### config.mk
export PLATFORM = sky130hd
export DESIGN_NAME = abe_ctrl
export DESIGN_NICKNAME = d
export VERILOG_FILES = /design/src/abe_pkg.sv /design/src/abe_ctrl.sv /design/src/abe_probe_mux.sv /design/src/abe_uvlo_cmp.sv
export SDC_FILE = /design/constraint.sdc
export NUM_CORES = 1
export LEC_CHECK = 0
export BUFFER_PORTS_ARGS = -buffer_cell sky130_fd_sc_hd__buf_2
export CAP_MARGIN = 20
export CORE_UTILIZATION = 45
export CTS_CLUSTER_DIAMETER = 80
export DETAILED_ROUTE_END_ITERATION = 7
export GPL_TIMING_DRIVEN = 0
export PLACE_DENSITY = 0.79
export SLEW_MARGIN = 40
export SYNTH_ARGS = -nofsm -noshare
export SYNTH_HDL_FRONTEND = slang
export SYNTH_SLANG_ARGS = --single-unit
### constraint.sdc
create_clock -name pclk -period 1.9 [get_ports pclk]
set_clock_uncertainty 0.05 [all_clocks]
set_input_delay 0.19 -clock pclk [delete_from_list [all_inputs] [get_ports pclk]]
set_output_delay 0.19 -clock pclk [all_outputs]
set_load 0.005 [all_outputs]
### src/abe_pkg.sv
// abe_pkg: constants and types shared by the analog block enable control design
// assumes a 32-bit apb bus and an 8-bit control register in the low byte of one word
package abe_pkg;

	// ----------------------------------------
	// register map
	// ----------------------------------------
	localparam logic [11:0] ABE_CTRL_OFFSET   = 12'h000;
	localparam logic [11:0] ABE_STATUS_OFFSET = 12'h004;
	localparam logic [7:0]  ABE_CTRL_RESET    = 8'h00;

	// ----------------------------------------
	// field positions in analog_block_enable_control
	// ----------------------------------------
	localparam int ABE_ANALOG_OE_BIT  = 0;
	localparam int ABE_CUR_DIS_BIT    = 1;
	localparam int ABE_VOLT_DIS_BIT   = 2;
	localparam int ABE_UVLO_SEL_BIT   = 3;
	localparam int ABE_DSEL_LSB       = 4;
	localparam int ABE_DSEL_MSB       = 6;
	localparam int ABE_DIGITAL_OE_BIT = 7;

	// ----------------------------------------
	// digital probe select codes
	// ----------------------------------------
	localparam logic [2:0] ABE_DSEL_DESAT    = 3'h0;
	localparam logic [2:0] ABE_DSEL_PWM_MONO = 3'h1;
	localparam logic [2:0] ABE_DSEL_PWM_OSC  = 3'h2;
	localparam logic [2:0] ABE_DSEL_TMR_EQ   = 3'h3;
	localparam logic [2:0] ABE_DSEL_OV       = 3'h4;
	localparam logic [2:0] ABE_DSEL_SWFREQ   = 3'h5;
	localparam logic [2:0] ABE_DSEL_SEC_ON   = 3'h6;

	// ----------------------------------------
	// loop control modes
	// ----------------------------------------
	typedef enum logic [3:0] {
		ABE_LOOP_BOTH    = 4'h1,
		ABE_LOOP_CURRENT = 4'h2,
		ABE_LOOP_VOLTAGE = 4'h4,
		ABE_LOOP_NONE    = 4'h8
	} abe_loop_t;

	localparam int ABE_DRV_SUPPLY_W = 10;

endpackage : abe_pkg

### src/abe_ctrl.sv
// abe_ctrl: apb slave holding the analog block enable control register and its decode
// assumes apb master on pclk; digital sources from other clocks are synchronised here
//
// The APB register port and the placing of the registers were decided locally.
`timescale 1ns/10ps

// Overview of operation
// - gate drivers locked out while driver supply is below selected threshold
// - uvlo select resets to zero for low threshold; one picks high threshold
// - one amplifier disabled: the other controls the loop, disabled one tracks
// - both amplifiers disabled: both outputs pulled low, no demand
// - both amplifier disable bits reset to zero, amplifiers enabled
// - bit 2 set disables voltage amplifier and arms overvoltage protection
// - bit 1 set disables current amplifier; clear enables it
// - select codes 1,2,3 pick pwm after monostable, pwm oscillator, timer match
// - codes 4,5,6 pick overvoltage, switch frequency, secondary pulse; 7 unused
// - bit 0 connects analog test mux output to probe pin
// - digital probe wins over analog when both enables are set
// - analog enable clear routes analog test signals to internal adc
module abe_ctrl
#(
	parameter int                  SUPPLY_W = abe_pkg::ABE_DRV_SUPPLY_W,
	parameter logic [SUPPLY_W-1:0] UVLO_LOW = 10'h0de,
	parameter logic [SUPPLY_W-1:0] UVLO_HI  = 10'h1bc
)
(
	// clock and reset
	input  wire logic                pclk,
	input  wire logic                presetn,
	// apb slave
	input  wire logic                psel,
	input  wire logic                penable,
	input  wire logic                pwrite,
	input  wire logic [11:0]         paddr,
	input  wire logic [31:0]         pwdata,
	input  wire logic [3:0]          pstrb,
	output logic      [31:0]         prdata,
	output logic                     pready,
	output logic                     pslverr,
	// digital test sources
	input  wire logic                desat_out,
	input  wire logic                pwm_monostable,
	input  wire logic                pwm_oscillator,
	input  wire logic                timer_period_match,
	input  wire logic                overvoltage_compare_out,
	input  wire logic                switch_frequency_out,
	input  wire logic                secondary_on_pulse,
	// driver supply monitor
	input  wire logic [SUPPLY_W-1:0] driver_supply,
	// analog block controls
	output logic                     driver_uvlo_level_select,
	output logic                     driver_lockout,
	output logic                     current_amp_disable,
	output logic                     voltage_amp_disable,
	output logic                     ov_protect_enable,
	output logic                     current_amp_in_control,
	output logic                     voltage_amp_in_control,
	output logic                     amp_outputs_pull_low,
	// probe routing
	output logic                     digital_probe_out_enable,
	output logic [2:0]               digital_probe_select,
	output logic                     analog_probe_out_enable,
	output logic                     analog_to_probe,
	output logic                     analog_to_adc,
	output logic                     probe_pin_out,
	output logic                     probe_pin_oe
);
	import abe_pkg::*;

	// ----------------------------------------
	// state
	// ----------------------------------------
	typedef struct packed {
		logic [7:0]          ctrl;
		logic [6:0]          src_s1;
		logic [6:0]          src_s2;
		logic [SUPPLY_W-1:0] sup_s1;
		logic [SUPPLY_W-1:0] sup_s2;
		abe_loop_t           loop;
		logic                cur_ctl;
		logic                volt_ctl;
		logic                pull_low;
		logic                lockout;
		logic                probe_out;
		logic                probe_oe;
		logic                an_probe;
		logic                an_adc;
		logic [31:0]         rdata;
		logic                ready;
		logic                slverr;
	} abe_state_t;

	abe_state_t st_reg;
	abe_state_t st_next;

	logic probe_sig;
	logic below;
	logic [6:0] src_raw;

	assign src_raw = {desat_out, pwm_monostable, pwm_oscillator, timer_period_match,
		overvoltage_compare_out, switch_frequency_out, secondary_on_pulse};

	// ----------------------------------------
	// helpers
	// ----------------------------------------
	// mux reads the second synchroniser stage only
	abe_probe_mux u_mux
	(
		.sel                     (st_reg.ctrl[ABE_DSEL_MSB:ABE_DSEL_LSB]),
		.desat_out               (st_reg.src_s2[6]),
		.pwm_monostable          (st_reg.src_s2[5]),
		.pwm_oscillator          (st_reg.src_s2[4]),
		.timer_period_match      (st_reg.src_s2[3]),
		.overvoltage_compare_out (st_reg.src_s2[2]),
		.switch_frequency_out    (st_reg.src_s2[1]),
		.secondary_on_pulse      (st_reg.src_s2[0]),
		.probe_sig               (probe_sig)
	);

	abe_uvlo_cmp #(
		.W        (SUPPLY_W),
		.LOW_LVL  (UVLO_LOW),
		.HIGH_LVL (UVLO_HI)
	) u_uvlo
	(
		.driver_supply (st_reg.sup_s2),
		.high_sel      (st_reg.ctrl[ABE_UVLO_SEL_BIT]),
		.below         (below)
	);

	// ----------------------------------------
	// next state
	// ----------------------------------------
	always_comb
	begin
		logic       setup;
		logic       mapped;
		logic [7:0] c;
		setup   = psel && !penable;
		mapped  = (paddr == ABE_CTRL_OFFSET) || (paddr == ABE_STATUS_OFFSET);
		c       = st_reg.ctrl;
		st_next = st_reg;
		st_next.src_s1 = src_raw;
		st_next.src_s2 = st_reg.src_s1;
		st_next.sup_s1 = driver_supply;
		st_next.sup_s2 = st_reg.sup_s1;

		// zero-wait-state apb: ready raised in access phase, dropped after
		st_next.ready  = setup;
		st_next.slverr = setup && !mapped;
		if (setup && !pwrite)
		begin
			if (paddr == ABE_CTRL_OFFSET)
				st_next.rdata = {24'h000000, st_reg.ctrl};
			else if (paddr == ABE_STATUS_OFFSET)
				st_next.rdata = {22'h0, st_reg.an_adc, st_reg.an_probe,
					st_reg.probe_oe, st_reg.lockout, st_reg.loop, 2'h0};
			else
				st_next.rdata = 32'h00000000;
		end
		// write lands at the completing edge
		if (psel && penable && st_reg.ready && pwrite && paddr == ABE_CTRL_OFFSET && pstrb[0])
			st_next.ctrl = pwdata[7:0];

		// decode runs off the stored value so outputs follow one edge later
		case ({c[ABE_VOLT_DIS_BIT], c[ABE_CUR_DIS_BIT]})
			2'b00:   st_next.loop = ABE_LOOP_BOTH;
			2'b01:   st_next.loop = ABE_LOOP_VOLTAGE;
			2'b10:   st_next.loop = ABE_LOOP_CURRENT;
			2'b11:   st_next.loop = ABE_LOOP_NONE;
			default: st_next.loop = ABE_LOOP_BOTH;
		endcase
		// control flags registered so the outputs leave straight from flops
		st_next.cur_ctl   = (st_next.loop == ABE_LOOP_BOTH) || (st_next.loop == ABE_LOOP_CURRENT);
		st_next.volt_ctl  = (st_next.loop == ABE_LOOP_BOTH) || (st_next.loop == ABE_LOOP_VOLTAGE);
		st_next.pull_low  = st_next.loop == ABE_LOOP_NONE;
		st_next.lockout   = below;
		st_next.an_probe  = c[ABE_ANALOG_OE_BIT] && !c[ABE_DIGITAL_OE_BIT];
		st_next.an_adc    = !c[ABE_ANALOG_OE_BIT];
		st_next.probe_oe  = c[ABE_DIGITAL_OE_BIT];
		st_next.probe_out = c[ABE_DIGITAL_OE_BIT] & probe_sig;
	end

	always_ff @(posedge pclk or negedge presetn)
	begin
		if (!presetn)
		begin
			st_reg      <= '0;
			st_reg.ctrl <= ABE_CTRL_RESET;
			st_reg.loop <= ABE_LOOP_BOTH;
			st_reg.an_adc <= 1'b1;
			st_reg.cur_ctl <= 1'b1;
			st_reg.volt_ctl <= 1'b1;
		end
		else
			st_reg <= st_next;
	end

	// ----------------------------------------
	// outputs, all flops
	// ----------------------------------------
	assign prdata                   = st_reg.rdata;
	assign pready                   = st_reg.ready;
	assign pslverr                  = st_reg.slverr;
	assign driver_uvlo_level_select = st_reg.ctrl[ABE_UVLO_SEL_BIT];
	assign driver_lockout           = st_reg.lockout;
	assign current_amp_disable      = st_reg.ctrl[ABE_CUR_DIS_BIT];
	assign voltage_amp_disable      = st_reg.ctrl[ABE_VOLT_DIS_BIT];
	assign ov_protect_enable        = st_reg.ctrl[ABE_VOLT_DIS_BIT];
	assign current_amp_in_control   = st_reg.cur_ctl;
	assign voltage_amp_in_control   = st_reg.volt_ctl;
	assign amp_outputs_pull_low     = st_reg.pull_low;
	assign digital_probe_out_enable = st_reg.ctrl[ABE_DIGITAL_OE_BIT];
	assign digital_probe_select     = st_reg.ctrl[ABE_DSEL_MSB:ABE_DSEL_LSB];
	assign analog_probe_out_enable  = st_reg.ctrl[ABE_ANALOG_OE_BIT];
	assign analog_to_probe          = st_reg.an_probe;
	assign analog_to_adc            = st_reg.an_adc;
	assign probe_pin_out            = st_reg.probe_out;
	assign probe_pin_oe             = st_reg.probe_oe;

endmodule : abe_ctrl

### src/abe_probe_mux.sv
// abe_probe_mux: picks one internal digital test signal by its select code
// assumes all sources are synchronous to pclk
`timescale 1ns/10ps
module abe_probe_mux
(
	// select
	input  wire logic [2:0] sel,
	// sources
	input  wire logic       desat_out,
	input  wire logic       pwm_monostable,
	input  wire logic       pwm_oscillator,
	input  wire logic       timer_period_match,
	input  wire logic       overvoltage_compare_out,
	input  wire logic       switch_frequency_out,
	input  wire logic       secondary_on_pulse,
	// result
	output logic            probe_sig
);
	import abe_pkg::*;

	always_comb
	begin
		case (sel)
			ABE_DSEL_DESAT:    probe_sig = desat_out;
			ABE_DSEL_PWM_MONO: probe_sig = pwm_monostable;
			ABE_DSEL_PWM_OSC:  probe_sig = pwm_oscillator;
			ABE_DSEL_TMR_EQ:   probe_sig = timer_period_match;
			ABE_DSEL_OV:       probe_sig = overvoltage_compare_out;
			ABE_DSEL_SWFREQ:   probe_sig = switch_frequency_out;
			ABE_DSEL_SEC_ON:   probe_sig = secondary_on_pulse;
			default:           probe_sig = 1'b0;                    // unimplemented code
		endcase
	end

endmodule : abe_probe_mux

### src/abe_uvlo_cmp.sv
// abe_uvlo_cmp: compares the digitised driver supply with the chosen lockout level
// assumes driver_supply is a synchronised code from an adc on pclk
`timescale 1ns/10ps
module abe_uvlo_cmp
#(
	parameter int           W        = 10,
	parameter logic [W-1:0] LOW_LVL  = 10'h0de,
	parameter logic [W-1:0] HIGH_LVL = 10'h1bc
)
(
	// inputs
	input  wire logic [W-1:0] driver_supply,
	input  wire logic         high_sel,
	// result
	output logic              below
);
	always_comb
	begin
		below = driver_supply < (high_sel ? HIGH_LVL : LOW_LVL);
	end

endmodule : abe_uvlo_cmp

==> impl_metrics.py <==
metrics = {
    "worst_setup_path": {
        "required_ns": 2.07,
        "cp-end-kind": "flip-flop",
        "crit_chain": "buf_2, nor4_2, nand3_1, or4_1, buf_6, mux2_4",
        "max_stage_delay_ns": 0.52,
        "setup.worst_path.start_class": "input port",
        "worst_path_max_delay_cell": "or4_1",
        "cp.arrival_ns": 1.81,
        "critical_path_class": "in -> reg",
        "path_buf_inv": 2,
        "critical_path.max_fanout": 8,
        "critical_path.top_delay_family": "simple AND/OR/NAND/NOR gates",
    },
    "route": {
        "via_per_inst": 4.23,
        "antenna_left": 0,
        "wl_per_cell_um": 11.5,
        "vias": 1537,
        "drc_errors": 0,
        "drt-total-wl_mm": 4.19,
        "drt_iter0_markers": 52,
        "first_pass_iters": 4,
    },
    "global_route": {
        "grt_usage": 0.167,
        "grt_pass1_vias": 1400,
        "grt_max_degree": 64,
        "overflow": 0,
        "grt_first_pass_wirelength_mm": 6.48,
        "grt_antenna_before_repair": 0,
    },
    "pwr": {
        "power_density_nw_per_um2": 815,
        "irDropWorstVdd_uv": 750,
        "leakage_nw": 1.76,
    },
    "place": {
        "dp.cells": 329,
        "port_buffers": 69,
        "post-dp-hpwl_mm": 2.73,
        "gp_congestion": 0.780,
    },
    "logic_synthesis": {
        "async_flop_share": 1.00,
        "yosysTopAreaCellShare": 0.613,
        "ys_dominant_reg_cell": "dfrtp_1",
        "synth_cell_type_count": 32,
        "netlist_area_um2": 2410,
        "yosysWarnings": 0,
        "ys_seq_area_frac": 0.657,
        "synth_area_per_cell_um2": 14.3,
        "synth.area.top_cells": "dfrtp_1 (61%), buf_4 (12%), mux2_4 (5.0%)",
        "ys_ff_latch": 63,
        "yosys.area.top_type": "dfrtp_1",
        "synthCells": 169,
        "synth-edff-count": 0,
    },
    "sta": {
        "layout_min_cycle_time_ns": 1.64,
        "fmax_ghz": 0.610,
        "rsz0062_at_grt": "false",
        "holdWs_ns": 0.0316,
        "worst_slew_pin_slew_ns": 0.539,
        "hold_viol": 0,
        "report.final.slew_viol_count": 0,
        "final-setup-viol-count": 0,
        "maxSlewHeadroom": 0.641,
        "finalCritPeriodShare": 0.863,
    },
    "layout": {
        "largest_reg_flops": 20,
        "fin_cells": 363,
        "nets": 361,
        "area_growth_pct": 37.2,
        "regArea_um2": 1580,
        "drive_gt1_frac": 0.478,
        "multiInputGateArea_um2": 593,
        "antenna_cells": 0,
        "num-fill-cells": 414,
    },
    "cts": {
        "clock_path_buffers": 2,
        "tritoncts": "yes",
        "cts_buffers": 9,
        "clock_latency_ns": 0.33,
        "cts-root-buf": "clkbuf_8",
        "cts_sinks": 63,
        "clk_pin_slew_worst_paths_ns": 0.07,
        "hold_buffers": 18,
        "post_cts_buffers": 0,
        "cts-resized-gates": 0,
        "htree_levels": 3,
    },
    "die": {
        "start_util": 0.469,
        "die-width_um": 75.2,
        "pin_count": 121,
        "rows": 26,
        "dieArea_um2": 5650,
        "die_h_um": 75.2,
        "coreArea_um2": 5140,
    },
    "min_path": {
        "hp-class": "in -> reg",
    },
    "job": {
        "max_cap_violations": 0,
    },
    "run_status": {
        "status": "completed",
    },
}
==> where the power goes <==
part	total, mW	leakage, nW	switching, mW	internal (mW)
Sequential	1.39	0.789	0.0101	1.38
Clock	1.13	0.0981	0.496	0.633
Combinational	0.174	0.876	0.0749	0.0993
Total	2.69	1.76	0.581	2.11
==> routing by layer <==
layer | vias up | GRT usage | wire length, µm
met5 | - | 0 | 0
met3 | 7 | 0.0602 | 229
li1 | 751 | - | -
met2 | 55 | 0.274 | 2190
met1 | 724 | 0.187 | 1680
met4 | 0 | 0.0988 | 89
==> kinds of logic after synthesis <==
kind of cell	count (synthesis)	share of synthesized area
DFF	63	0.657
buffers and inverters	44	0.130
and+or+nand+nor	27	0.0618
muxes	16	0.0883
AOI/OAI and AO/OA	15	0.0462
adders and majority gates	3	0.0156
other	1	0.00156
==> stage by stage <==
| step | TNS (ns) | utilization | total power [mW] | area (µm²) | setup WS (ns) |
|---|---|---|---|---|---|
| final | 0 | 0.643 | 2.69 | 3300 | 0.261 |
| after global routing | 0 | 0.643 | 2.82 | 3300 | 0.212 |
| after CTS | 0 | 0.642 | 2.73 | 3300 | 0.288 |
| after detailed placement | -0.532 | 0.569 | 1.56 | 2920 | -0.0686 |
| after global placement | 0 | 0.568 | 1.55 | 2920 | 0.000849 |
| after floorplan | 0 | - | 1.48 | 2490 | 0.193 |
==> layout make-up <==
type / count / share of cell area
plain buffers: 39 / 0.0886
clock buffers: 10 / 0.0417
clock inverters: 6 / 0.0182
inverters: 5 / 0.00606
multi-input cells: 83 / 0.179
flip-flops and latches: 63 / 0.479
well taps: 70 / 0.0265
repair buffers: 87 / 0.161
==> layout by cell type, fill, tap and decap left out, drive strengths merged <==
cell	Yosys	routed
a311o	1	1
a22o	2	2
o211ai	1	1
inv	4	4
o21ai	6	6
and2	1	1
nor3	1	1
mux4	1	1
bufinv	0	1
clkbuf	1	11
dfstp	4	4
nand2	6	6
nor2	8	8
mux2i	7	7
nor3b	1	1
nand3b	1	1
nand4	3	3
dfrtp	59	59
conb	1	22
or4	1	1
nand3	1	1
dlygate4sd3	0	18
clkinv	0	3
mux2	8	8
a41oi	1	1
ha	3	3
nand2b	1	1
o211a	1	1
clkinvlp	1	3
a32o	2	2
buf	38	107
o21bai	1	1
nor4	2	2
nor2b	1	1
==> synth_stat cells (all sizes together) (2+ instances only) <==
cell type   n
buf        38
mux2        8
dfrtp      59
nor4        2
mux2i       7
o21ai       6
inv         4
a22o        2
nand2       6
a32o        2
dfstp       4
nand4       3
ha          3
nor2        8
==> final timing paths <==
kind,cells after the start,slack [ns],start,to
setup / recovery,6,0.26,paddr[9],digital_probe_select[2]
hold / removal,2,0.03,pwdata[7],digital_probe_out_enable
setup reg to reg,4,0.40,driver_uvlo_level_select,driver_lockout
hold reg to reg,0,0.30,st_next[52],st_reg[52]
max in group asynchronous,2,1.08,presetn,voltage_amp_in_control
min in group asynchronous,2,0.34,presetn,probe_pin_oe
No activity file was read; power rests on OpenSTA's default activity.
